<file path="config.mk">
export PLATFORM = sky130hd
export DESIGN_NAME = ebc_top
export DESIGN_NICKNAME = d
export VERILOG_FILES = /design/src/ebc_pkg.sv /design/src/ebc_area_decode.sv /design/src/ebc_top.sv
export VERILOG_INCLUDE_DIRS = /design/src
export SDC_FILE = /design/constraint.sdc
export NUM_CORES = 1
export LEC_CHECK = 0
export BUFFER_PORTS_ARGS = -buffer_cell sky130_fd_sc_hd__buf_2
export CORE_ASPECT_RATIO = 2
export CORE_MARGIN = 4
export CORE_UTILIZATION = 54
export DETAILED_ROUTE_END_ITERATION = 7
export HOLD_SLACK_MARGIN = 0.1
export PLACE_DENSITY_LB_ADDON = 0.2
export SLEW_MARGIN = 10
export SYNTH_ARGS = -nofsm -noshare
export SYNTH_HDL_FRONTEND = slang
export SYNTH_SLANG_ARGS = --single-unit
</file>
<file path="constraint.sdc">
create_clock -name REF_CLK_IN -period 3.55 [get_ports REF_CLK_IN]
set_input_delay 0.5325 -clock REF_CLK_IN [delete_from_list [all_inputs] [get_ports REF_CLK_IN]]
set_output_delay 0.5325 -clock REF_CLK_IN [all_outputs]
set_load 0.05 [all_outputs]
</file>
<file path="src/ebc_map.svh">
// Register offsets, field positions, reset values and timing counts.
`ifndef EBC_MAP_SVH
`define EBC_MAP_SVH
`define EBC_OFF_WIDTH 12'h000
`define EBC_OFF_ASTATE 12'h004
`define EBC_OFF_WAIT 12'h008
`define EBC_OFF_IFTYPE 12'h00c
`define EBC_OFF_BUSCTL 12'h010
`define EBC_OFF_STATUS 12'h014
`define EBC_WIDTH_RST_HI 8'hff
`define EBC_WIDTH_RST_LO 8'h00
`define EBC_ASTATE_RST 8'hff
`define EBC_WAIT_RST 16'hffff
`define EBC_IFTYPE_RST 16'h0000
`define EBC_BUSCTL_RST 1'b0
`define EBC_BUSCTL_IDLE_BIT 0
`define EBC_WAIT_LO_BIT 0
`define EBC_WAIT_HI_BIT 1
`define EBC_MODE4 3'h4
`define EBC_IDLE_CYCLES 2'h1
`define EBC_STRAP_SETTLE 2'h3
`endif

</file>
<file path="src/ebc_pkg.sv">
// Types shared by the external area bus controller.
package ebc_pkg;
  typedef enum logic [1:0] {
    EBC_IF_BASIC,
    EBC_IF_DRAM,
    EBC_IF_BURST,
    EBC_IF_RSVD
  } ebc_iftype_t;
  typedef enum logic [2:0] {
    EBC_ST_IDLE,
    EBC_ST_GAP,
    EBC_ST_T1,
    EBC_ST_T2,
    EBC_ST_T3,
    EBC_ST_TW
  } ebc_state_t;
endpackage

</file>
<file path="src/ebc_area_decode.sv">
// Per-area setting lookup for the selected external area.
`timescale 1ns/100ps
module ebc_area_decode
  import ebc_pkg::*;
#(
  parameter int AREAS = 8
) (
  // Settings of all areas.
  input wire logic [AREAS-1:0] width_sel_in,
  input wire logic [AREAS-1:0] three_state_in,
  input wire logic [2*AREAS-1:0] wait_in,
  input wire logic [2*AREAS-1:0] iftype_in,
  // Selected area.
  input wire logic [2:0] area_in,
  // Settings for that area.
  output logic byte_wide_out,
  output logic three_state_out,
  output logic [1:0] waits_out,
  output ebc_iftype_t iftype_out
);
  logic [1:0] wait_pair [AREAS];
  logic [1:0] if_pair [AREAS];

  // One slice per area so the mux below can index plainly.
  for (genvar g = 0; g < AREAS; g++) begin : g_area
    assign wait_pair[g] = wait_in[2*g+1:2*g];
    assign if_pair[g] = iftype_in[2*g+1:2*g];
  end

  // Pick the settings; a set width bit means an 8-bit area.
  always_comb begin
    byte_wide_out = width_sel_in[area_in];
    three_state_out = three_state_in[area_in];
    waits_out = three_state_in[area_in] ? wait_pair[area_in] : 2'h0;
    iftype_out = ebc_iftype_t'(if_pair[area_in]);
  end
endmodule

</file>
<file path="src/ebc_top.sv">
// External area bus controller with APB configuration registers.
//
// Behaviour
// - Width bit per area: 0=16-bit, 1=8-bit.
// - Width applies only to external space.
// - Reset width: ones modes 5-7, zeros mode 4.
// - Software standby keeps the width register.
// - Two states, or three plus 0-3 waits.
// - Each area picks its interface type.
// - Interface type names the area's space kind.
// - Idle cycle when write follows read.
// - Reset aborts any bus cycle at once.
//
// Decided for this implementation: the register addresses and the APB interface to the registers.
`timescale 1ns/100ps
`include "ebc_map.svh"
module ebc_top
  import ebc_pkg::*;
#(
  parameter int AREAS = 8
) (
  // Clock, reset and enable.
  input wire logic REF_CLK_IN,
  input wire logic ARST_N_IN,
  input wire logic CLK_EN_IN,
  // Operating mode pins and standby.
  input wire logic [2:0] MODE_IN,
  input wire logic HW_STANDBY_IN,
  input wire logic SW_STANDBY_IN,
  // APB slave.
  input wire logic PSEL_IN,
  input wire logic PENABLE_IN,
  input wire logic PWRITE_IN,
  input wire logic [11:0] PADDR_IN,
  input wire logic [31:0] PWDATA_IN,
  output logic [31:0] PRDATA_OUT,
  output logic PREADY_OUT,
  output logic PSLVERR_OUT,
  // Access request from the core.
  input wire logic REQ_VALID_IN,
  input wire logic REQ_WRITE_IN,
  input wire logic REQ_EXTERNAL_IN,
  input wire logic [2:0] REQ_AREA_IN,
  output logic REQ_READY_OUT,
  output logic DONE_OUT,
  // External bus strobes.
  output logic BUS_ACTIVE_OUT,
  output logic BUS_READ_OUT,
  output logic BUS_WRITE_OUT,
  output logic BUS_BYTE_WIDE_OUT,
  output logic [2:0] BUS_AREA_OUT,
  output logic [1:0] BUS_SPACE_OUT
);
  logic rst_s1_q;
  logic rst_n_q;
  logic [2:0] mode_s1_q, mode_q;
  logic hws_s1_q, hws_q;
  logic sws_s1_q, sws_q;
  logic [1:0] strap_cnt_q;
  logic [7:0] width_q;
  logic [AREAS-1:0] astate_q;
  logic [2*AREAS-1:0] wait_q;
  logic [2*AREAS-1:0] iftype_q;
  logic idle_en_q;
  ebc_state_t state_q, state_d;
  logic last_read_q;
  logic cur_write_q;
  logic cur_byte_q;
  logic [1:0] cur_waits_q;
  logic cur_three_q;
  logic [2:0] cur_area_q;
  logic [1:0] cur_space_q;
  logic [1:0] wait_cnt_q;
  logic dec_byte, dec_three;
  logic [1:0] dec_waits;
  ebc_iftype_t dec_if;
  logic apb_wr, apb_rd, addr_ok;
  logic start;
  logic [7:0] width_rst;

  // Reset release through two flops; assertion stays asynchronous.
  always_ff @(posedge REF_CLK_IN or negedge ARST_N_IN) begin
    if (!ARST_N_IN) begin
      rst_s1_q <= 1'b0;
      rst_n_q <= 1'b0;
    end else begin
      rst_s1_q <= 1'b1;
      rst_n_q <= rst_s1_q;
    end
  end

  // Mode and standby pins come from outside, so two flops each.
  always_ff @(posedge REF_CLK_IN or negedge rst_n_q) begin
    if (!rst_n_q) begin
      mode_s1_q <= 3'h0;
      mode_q <= 3'h0;
      hws_s1_q <= 1'b0;
      hws_q <= 1'b0;
      sws_s1_q <= 1'b0;
      sws_q <= 1'b0;
    end else if (CLK_EN_IN) begin
      mode_s1_q <= MODE_IN;
      mode_q <= mode_s1_q;
      hws_s1_q <= HW_STANDBY_IN;
      hws_q <= hws_s1_q;
      sws_s1_q <= SW_STANDBY_IN;
      sws_q <= sws_s1_q;
    end
  end

  assign width_rst = (mode_q == `EBC_MODE4) ? `EBC_WIDTH_RST_LO
                                            : `EBC_WIDTH_RST_HI;

  // APB decode; every access completes in its first access cycle.
  assign addr_ok = (PADDR_IN == `EBC_OFF_WIDTH) ||
                   (PADDR_IN == `EBC_OFF_ASTATE) ||
                   (PADDR_IN == `EBC_OFF_WAIT) ||
                   (PADDR_IN == `EBC_OFF_IFTYPE) ||
                   (PADDR_IN == `EBC_OFF_BUSCTL) ||
                   (PADDR_IN == `EBC_OFF_STATUS);
  assign apb_wr = PSEL_IN && PENABLE_IN && PWRITE_IN && addr_ok;
  assign apb_rd = PSEL_IN && !PWRITE_IN;
  assign PREADY_OUT = 1'b1;
  assign PSLVERR_OUT = PSEL_IN && PENABLE_IN && !addr_ok;

  // Width register. The mode strap needs the synchroniser to settle
  // after release, so the strap value is reloaded until it has; a
  // single load at the first edge would still see the reset mode.
  always_ff @(posedge REF_CLK_IN or negedge rst_n_q) begin
    if (!rst_n_q) begin
      width_q <= `EBC_WIDTH_RST_HI;
      strap_cnt_q <= `EBC_STRAP_SETTLE;
    end else if (CLK_EN_IN) begin
      if (strap_cnt_q != 2'h0 || hws_q) begin
        width_q <= width_rst;
        if (strap_cnt_q != 2'h0) begin
          strap_cnt_q <= strap_cnt_q - 2'h1;
        end
      end else if (apb_wr && PADDR_IN == `EBC_OFF_WIDTH) begin
        width_q <= PWDATA_IN[7:0];
      end
    end
  end

  // Other configuration; hardware standby resets, soft standby keeps.
  always_ff @(posedge REF_CLK_IN or negedge rst_n_q) begin
    if (!rst_n_q) begin
      astate_q <= AREAS'(`EBC_ASTATE_RST);
      wait_q <= (2*AREAS)'(`EBC_WAIT_RST);
      iftype_q <= (2*AREAS)'(`EBC_IFTYPE_RST);
      idle_en_q <= `EBC_BUSCTL_RST;
    end else if (CLK_EN_IN) begin
      if (hws_q) begin
        astate_q <= AREAS'(`EBC_ASTATE_RST);
        wait_q <= (2*AREAS)'(`EBC_WAIT_RST);
        iftype_q <= (2*AREAS)'(`EBC_IFTYPE_RST);
        idle_en_q <= `EBC_BUSCTL_RST;
      end else if (apb_wr) begin
        case (PADDR_IN)
          `EBC_OFF_ASTATE: astate_q <= PWDATA_IN[AREAS-1:0];
          `EBC_OFF_WAIT: wait_q <= PWDATA_IN[2*AREAS-1:0];
          `EBC_OFF_IFTYPE: iftype_q <= PWDATA_IN[2*AREAS-1:0];
          `EBC_OFF_BUSCTL: idle_en_q <= PWDATA_IN[`EBC_BUSCTL_IDLE_BIT];
          default: ;
        endcase
      end
    end
  end

  // Read data from flops; status shows the engine's own state.
  always_ff @(posedge REF_CLK_IN or negedge rst_n_q) begin
    if (!rst_n_q) begin
      PRDATA_OUT <= 32'h0;
    end else if (CLK_EN_IN && apb_rd && !PENABLE_IN) begin
      case (PADDR_IN)
        `EBC_OFF_WIDTH: PRDATA_OUT <= {24'h0, width_q};
        `EBC_OFF_ASTATE: PRDATA_OUT <= 32'(astate_q);
        `EBC_OFF_WAIT: PRDATA_OUT <= 32'(wait_q);
        `EBC_OFF_IFTYPE: PRDATA_OUT <= 32'(iftype_q);
        `EBC_OFF_BUSCTL: PRDATA_OUT <= {31'h0, idle_en_q};
        `EBC_OFF_STATUS: PRDATA_OUT <= {24'h0, hws_q, sws_q,
                                       last_read_q, BUS_ACTIVE_OUT,
                                       1'b0, 3'(state_q)};
        default: PRDATA_OUT <= 32'h0;
      endcase
    end
  end

  ebc_area_decode #(
    .AREAS(AREAS)
  ) u_decode (
    .width_sel_in(width_q[AREAS-1:0]),
    .three_state_in(astate_q),
    .wait_in(wait_q),
    .iftype_in(iftype_q),
    .area_in(REQ_AREA_IN),
    .byte_wide_out(dec_byte),
    .three_state_out(dec_three),
    .waits_out(dec_waits),
    .iftype_out(dec_if)
  );

  // Only external requests reach the engine; internal ones never do.
  assign start = REQ_VALID_IN && REQ_EXTERNAL_IN &&
                 state_q == EBC_ST_IDLE;
  assign REQ_READY_OUT = (state_q == EBC_ST_IDLE) && !sws_q;

  // Access engine: T1, T2, optional T3 plus waits, idle on W-after-R.
  always_comb begin
    state_d = state_q;
    case (state_q)
      EBC_ST_IDLE: begin
        if (start && !sws_q) begin
          if (idle_en_q && REQ_WRITE_IN && last_read_q) begin
            state_d = EBC_ST_GAP;
          end else begin
            state_d = EBC_ST_T1;
          end
        end
      end
      EBC_ST_GAP: state_d = EBC_ST_T1;
      EBC_ST_T1: state_d = EBC_ST_T2;
      EBC_ST_T2: begin
        state_d = cur_three_q ? EBC_ST_T3 : EBC_ST_IDLE;
      end
      EBC_ST_T3: begin
        state_d = (wait_cnt_q == 2'h0) ? EBC_ST_IDLE : EBC_ST_TW;
      end
      EBC_ST_TW: begin
        state_d = (wait_cnt_q == 2'h1) ? EBC_ST_IDLE : EBC_ST_TW;
      end
      default: state_d = EBC_ST_IDLE;
    endcase
  end

  // Reset drops the state at once, aborting any cycle under way.
  always_ff @(posedge REF_CLK_IN or negedge rst_n_q) begin
    if (!rst_n_q) begin
      state_q <= EBC_ST_IDLE;
    end else if (CLK_EN_IN) begin
      state_q <= state_d;
    end
  end

  // Settings are latched at start so later writes cannot disturb it.
  always_ff @(posedge REF_CLK_IN or negedge rst_n_q) begin
    if (!rst_n_q) begin
      cur_write_q <= 1'b0;
      cur_byte_q <= 1'b0;
      cur_three_q <= 1'b0;
      cur_waits_q <= 2'h0;
      cur_area_q <= 3'h0;
      cur_space_q <= 2'h0;
    end else if (CLK_EN_IN && start && !sws_q) begin
      cur_write_q <= REQ_WRITE_IN;
      cur_byte_q <= dec_byte;
      cur_three_q <= dec_three;
      cur_waits_q <= dec_waits;
      cur_area_q <= REQ_AREA_IN;
      cur_space_q <= 2'(dec_if);
    end
  end

  // Wait counter loads at T2 and counts down through the waits.
  always_ff @(posedge REF_CLK_IN or negedge rst_n_q) begin
    if (!rst_n_q) begin
      wait_cnt_q <= 2'h0;
    end else if (CLK_EN_IN) begin
      if (state_q == EBC_ST_T2) begin
        wait_cnt_q <= cur_waits_q;
      end else if (state_q == EBC_ST_TW) begin
        wait_cnt_q <= wait_cnt_q - 2'h1;
      end
    end
  end

  // Remember whether the last finished external access was a read.
  always_ff @(posedge REF_CLK_IN or negedge rst_n_q) begin
    if (!rst_n_q) begin
      last_read_q <= 1'b0;
    end else if (CLK_EN_IN && DONE_OUT) begin
      last_read_q <= !cur_write_q;
    end
  end

  // Strobes follow the latched access; idle cycle drops active, read and write but still drives area, width and space.
  assign BUS_ACTIVE_OUT = state_q != EBC_ST_IDLE && state_q != EBC_ST_GAP;
  assign BUS_READ_OUT = BUS_ACTIVE_OUT && !cur_write_q;
  assign BUS_WRITE_OUT = BUS_ACTIVE_OUT && cur_write_q;
  assign BUS_BYTE_WIDE_OUT = cur_byte_q;
  assign BUS_AREA_OUT = cur_area_q;
  assign BUS_SPACE_OUT = cur_space_q;
  assign DONE_OUT = state_q != state_d && state_d == EBC_ST_IDLE;
endmodule

</file>
==> metrics, run 1 <==
status=finished clean; Worst setup EP type=primary output; die area=about 0.011 mm^2; footprint of the multi-input gates=0.002315 mm^2; Cell Pwr Density=592.1 mW/mm^2; Final Max Slew Viols=0; Hold Path End=rst_n_q; hold path start=rst_s1_q; most frequent cells in the layout=buf_2 (72), dfrtp_1 (60), nor2_1 (51); Sw Pwr=1.179 mW; Post-DRT Antenna Nets=0; Critical Path AT=1980 ps; Die Width=75.84 um; Starting Density=55.14%; Max Cap Viol=0; fin nets=around 570; IO Count=~110; IO Port Bufs=72; Yosys reg bits=95; CTS Buf Count=9; vias in the first global route=approximately 3700; CP Class=flip-flop to primary output; CP cell instances=inv_1 -> ha_1 -> nor2b_1 -> a211oi_1 -> a41oi_1 -> nor2b_1 -> buf_2; layout cells sized above 1=35.36%; crit path launch=wait_cnt_q[0]; Congestion Overflow GR=0; Slew HR=32.72%; Sequential Power Share=46.2%; Worst-path clk slew=approximately 70 ps; CTS HTree Levels=3; worst reg2reg path endpoint=cur_write_q; routed wire length=~13000 um; final core utilization=61.86%; vias per inst=6.082; final setup fails=0; most common cell after layout, fill and taps aside=buf_2; clock buffer depth=2; Synth Warn #=0; Clock Latency Late Sink=340 ps; Period minus WS final=between 2000 and 3000 ps; pin count of the biggest net entering global routing=64; EDFF count, synth=0; area delta synth->final=12.19%; Logic pwr share=26.8%; routed len/inst=about 21 um; CP startpoint kind=flip-flop; DIE HEIGHT=143.7 um; n_diodes=0; Crit Path Max Fanout=4; GRT Total Usage=~25%; final hold violations=0; Tightest Pin Transition=1002 ps; Async S/R FF share, synth=100.0%; Unique masters post-synth=55; leakage power=2.500 nW; internal power=approximately 2.1 mW; antenna violations before repair=0; hold_ws=355.0 ps; clock share of power=27.0%; Clock Sink Count=95; Peak VDD IR=~0.00041 V; Initial DRC Count=248; DR DRC count=0; Final Total Pwr=3.301 mW; CTS tree=done; WP buf/inv=2; post-synthesis average cell area=approximately 11 um^2; period utilization=70.71%; CTS Root Cell=clkbuf_16; Synth Cell Area=approximately 0.005 mm^2; Post-Synthesis Cells=442; Reg-to-Reg Start=state_q[1]; unrepaired setup endpoints after global routing=no; Largest delay share family, worst path=compound AO/OA/AOI/OAI gates; f_max=398.4 MHz; Reg area=roughly 0.0024 mm^2; CP max-delay cell=dfrtp_1; HPWL Detailed=between 9000 and 10000 um; ys flop type=dfrtp_1; setup TNS=0 ps; sequential area share after synthesis=48.69%; First-pass DRT Iterations=4; Post-CTS Resized=0; Worst Path Required=3020 ps; R2R setup slack=1390 ps; global-route wire length before repair=between 15000 and 20000 um; hold path depth=0; CP peak stage delay=approximately 400 ps; CP dominant cell by count=nor2b_1; via count=3716; placer congestion estimate=around 0.94; core area=0.009012 mm^2; Clock Skews=5.738 ps; cells on worst reg2reg path=4; HP Class=flip-flop to flip-flop; sw frac=35.73%; final-layout fill cell count=~760; # rows=49
## cell type report
cell class,count,share of cell area [%]
clock buffers,10,4.107
clock inverters,6,0.8303
inverters,7,0.4713
multi-input cells,313,41.52
flip-flops and latches,95,43.47
well taps,102,2.289
repair buffers,78,7.316
## power groups by stage
stage	clock network, mW	logic, mW	registers, mW
global route	0.955	0.959	1.55
floorplan	0	0.675	1.51
CTS	0.905	0.892	1.52
finish	0.892	0.885	1.52
global placement	0	0.864	1.53
detailed placement	0	0.888	1.54
## worst max-delay path by stage
stage | endpoint | slack, ps | cells past startpoint
3_5_place_dp | PRDATA_OUT[4] | 830 | 6
6_report | DONE_OUT | 1040 | 7
4_1_cts | DONE_OUT | 1020 | 7
3_3_place_gp | PRDATA_OUT[4] | 950 | 6
2_1_floorplan | cur_write_q | 350 | 6
5_1_grt | DONE_OUT | 910 | 7
## flip-flops by register name, indices dropped and copies added, names as in the netlist, 2 cells and up
| name | cells |
|---|---|
| mode_s1_q | 3 |
| PRDATA_OUT | 16 |
| mode_q | 3 |
| strap_cnt_q | 2 |
| iftype_q | 16 |
| state_q | 3 |
| cur_waits_q | 2 |
| wait_q | 16 |
| astate_q | 8 |
| BUS_AREA_OUT | 3 |
| wait_cnt_q | 2 |
| width_q | 8 |
| BUS_SPACE_OUT | 2 |
## worst reg2reg max path, cell delays in order, from the launching register on
cell and delay (ps):
dfrtp_1 520, nor4_1 470, and3_1 340, nand2_1 310, mux2_1 410
## cell families after synthesis
logic type / synth area share (%)
AOI/OAI and AO/OA: 15.71
xor gates and xnor gates: 0.1763
adders and majority gates: 0.7554
buffers and inverters: 5.942
DFF: 48.69
muxes: 14.40
other: 0.1511
and+or+nand+nor: 14.17
## per-layer routing
layer	vias to the layer above	track usage, %	part of all wire [%]
met1	1821	28.13	34
met3	35	3.571	6.3
met2	158	42.90	54
met5	-	0	0
met4	0	12.81	5.0
li1	1702	-	-
## what timing repair did
action	4_1_cts	5_1_grt
setup buffers	0	0
hold endpoints to repair	2	0
hold buffers	1	0
endpoints found under the setup margin	0	0
## synth_stat cells (2+ instances only)
cell type	count	share of area, %
nor2b_1	7	0.88
a221o_1	8	1.6
a21oi_1	11	1.1
nor4_4	2	0.86
nand4_1	4	0.50
nor3_4	2	0.65
o21ai_1	11	1.1
nor3_1	7	0.70
buf_2	11	1.1
nand2_1	38	2.9
nor4_2	3	0.76
mux2i_1	22	4.4
nand3_1	5	0.50
a32o_1	2	0.40
dfrtp_1	61	31
clkbuf_1	6	0.45
a31oi_1	2	0.25
inv_1	7	0.53
buf_4	19	2.9
mux2_1	2	0.45
o21ai_0	12	1.2
a41oi_1	2	0.35
nand2b_1	3	0.38
buf_6	3	0.68
mux2_2	14	3.2
a221oi_1	2	0.35
ha_1	3	0.76
a211oi_1	5	0.76
mux4_2	14	6.3
o22a_1	8	1.4
a22o_1	18	3.2
or3_1	2	0.25
conb_1	2	0.15
buf_1	4	0.30
nor2_1	51	3.9
dfstp_2	34	18
and3_1	3	0.38
a21oi_2	14	2.5
a21o_1	2	0.30
## stage by stage
| step | area (um^2) | cells | setup WS, ps |
|---|---|---|---|
| 2_1_floorplan | 5030 | 458 | 351.7 |
| 4_1_cts | 5575 | 611 | 1023 |
| 5_1_grt | 5575 | 611 | 906.3 |
| 6_report | 5575 | 611 | 1040 |
| 3_5_place_dp | 5290 | 594 | 833.4 |
| 3_3_place_gp | 5290 | 594 | 945.7 |
Note: power is estimated with default switching activity, not from simulation.
==> run 2: changes to the inputs <==
ABC_AREA = 1   (was not set)
clock period = 2.6 ns   (was 3.55 ns; I/O delays follow)
==> metrics, run 2 <==
status=finished clean; largest family of logic cells by synthesized area=simple AND/OR/NAND/NOR gates; layout cells sized above 1=20.56% (-15 points); DIE HEIGHT=149.7 um (+4.2%); IO Port Bufs=72 (unchanged); Final Total Pwr=5.738 mW (+74%); Synth top cells by count=nand2_1 (207), inv_1 (79), o21ai_0 (73); crit path launch=state_q[1]; period utilization=between 90% and 100%; sequential area share after synthesis=44.63% (-4.1 points); Slew HR=52.66% (+20 points); Synth Area in Adders=0.6924% (-0.063 points); multiplexer share of the synthesized area=0.1846% (-14 points); top-count cell post-synth=nand2_1; setup bufs post-CTS=0 (unchanged); routed len/inst=15.71 um (-24%); Die Width=78.85 um (+4.0%); vias in the first global route=4791 (+29%); global-route wire length before repair=23140 um (+19%); Synth area leader=dfrtp_1; Post-CTS Resized=0 (unchanged); cells taking the most area after synthesis=dfrtp_1 (28%), dfstp_2 (16%), nand2_1 (14%), o21ai_0 (6.7%), inv_1 (5.5%); clock buffer depth=2 (unchanged); area share of the largest cell type after synthesis=28.16% (-2.6 points); # rows=51 (+4.1%); simple-gate share of the synthesized area=29.63% (+15 points); final hold violations=0 (unchanged); vias per inst=5.449 (-10%); Post-DRT Antenna Nets=0 (unchanged); Clock Skews=8.039 ps (+2.300 ps); GRT Total Usage=25.14% (+0.50 points); XOR/XNOR Fraction of Synth Area=0.1616% (-0.015 points); post-synthesis compound-gate area fraction=13.41% (-2.3 points); Max Cap Viol=0 (unchanged); EDFF count, synth=0 (unchanged); antenna violations before repair=0 (unchanged); HPWL Detailed=10940 um (+14%); setup TNS=0 ps (unchanged); most common cell after layout, fill and taps aside=nand2_1; CP dominant cell by count=nor2_4; DR DRC count=0 (unchanged); footprint of the multi-input gates=0.002457 mm^2 (+6.2%); fin nets=842 (+48%); Crit Path Max Fanout=5 (+1); HP Class=input port to flip-flop; CTS Root Cell=clkbuf_16; CTS tree=done; hold path start=SW_STANDBY_IN; Critical Path AT=2100 ps (+120 ps); Initial DRC Count=327 (+32%); unrepaired setup endpoints after global routing=no; CP cell instances=nor2_4 -> nand2_2 -> nor2_4 -> nand3_2 -> or2_1 -> a21boi_2 -> nor3_1 -> buf_2; CTS Buf Count=9 (unchanged); Worst setup EP type=primary output; Final Max Slew Viols=0 (unchanged); IO Count=106 (unchanged); Congestion Overflow GR=0 (unchanged); Clock Latency Late Sink=350 ps (about the same); routed wire length=14380 um (+13%); Worst Path Required=2210 ps (-810 ps); pin count of the biggest net entering global routing=57 (-11%); Cell Pwr Density=929.7 mW/mm^2 (+57%); Largest regs=PRDATA_OUT (16), iftype_q (16), wait_q (16); core area=0.009763 mm^2 (+8.3%); f_max=402.1 MHz; via count=4986 (+34%); CP startpoint kind=flip-flop; final-layout fill cell count=909 (+20%); Starting Density=55.53% (+0.39 points); CP max-delay cell=dfrtp_1; leakage power=3.289 nW (+32%); Async S/R FF share, synth=100.0% (unchanged); Synth Warn #=0 (unchanged); Reg area=0.002424 mm^2 (unchanged); Unique masters post-synth=42 (-24%); CTS HTree Levels=3 (unchanged); Reg-to-Reg Start=hws_q; most frequent cells in the layout=nand2_1 (207), inv_1 (79), o21ai_0 (73); die area=0.01180 mm^2 (+8.3%); Peak VDD IR=0.0006211 V (+50%); ys flop type=dfrtp_1; Post-Synthesis Cells=715 (+62%); final setup fails=0 (unchanged); Period minus WS final=roughly 2500 ps; post-synthesis average cell area=7.582 um^2 (-33%); Synth Cell Area=0.005421 mm^2 (+9.1%); area delta synth->final=13.85%; CP Class=flip-flop to primary output; Tightest Pin Transition=704.1 ps (-297.6 ps); Clock Sink Count=95 (unchanged); First-pass DRT Iterations=5 (+1); CP peak stage delay=480 ps (+80 ps); placer congestion estimate=0.9330 (-1.0%); # hold bufs at CTS=1 (unchanged); n_diodes=0 (unchanged); Worst-path clk slew=70 ps (about the same); Yosys reg bits=95 (unchanged)
run 2: cells by family (layout without fill, tap and decap cells):
logic type               count (synthesis)  count (layout)
AND/OR/NAND/NOR                        351             351
buffers and inverters                  132             184
AO/OA/AOI/OAI                          130             130
flip-flops                              95              95
adder cells (fa/ha/maj)                  3               3
other                                    2              18
XOR/XNOR                                 1               1
multiplexers                             1               1
run 2: layout make-up:
type                            count  share of cell area, %
Multi-Input combinational cell    504                  39.81
Sequential cell                    95                  39.27
Timing Repair Buffer               85                  7.663
Inverter                           83                  5.048
Clock buffer                       11                  4.095
Tap cell                          132                  2.676
Clock inverter                      5                  1.439
run 2: worst paths after layout:
check                               end  slack (ps)  depth (start not counted)
max                            DONE_OUT         110                          8
min                            sws_s1_q         240                          3
max reg2reg                 astate_q[7]         760                          6
min reg2reg                iftype_q[11]         310                          0
max in group asynchronous    width_q[6]        1560                          1
min in group asynchronous  iftype_q[11]         310                          0
run 2: per-stage QoR:
step	utilization, %	cell area, um^2	setup WS (ps)	hold WS (ps)	std cells
4_1_cts	63.22	6172	104.8	238.3	915
6_report	63.22	6172	113.2	236.3	915
5_1_grt	63.22	6172	5.057	247.2	915
2_1_floorplan	-	5483	164.2	94.41	731
3_5_place_dp	59.62	5821	490.1	175.5	898
3_3_place_gp	59.62	5821	541.2	173.7	898
run 2: per-layer routing:
metal | vias up | global-route usage [%] | share of wire, %
met1 | 2305 | 29.28 | 38
met4 | 0 | 12.91 | 3.9
li1 | 2431 | - | -
met3 | 45 | 3.133 | 5.9
met2 | 205 | 44.63 | 52
met5 | - | 0 | 0
run 2: critical path, delay by kind of cell, from the launching register on:
family | cells | cell delay [ps]
compound gates | 1 | 170
buf+inv | 1 | 220
flops | 1 | 480
simple gates | 6 | 880
run 2: report_power, final:
part / internal (mW) / switching [mW]
Clock: 0.905 / 0.578
Sequential: 2.07 / 0.327
Combinational: 0.527 / 1.33
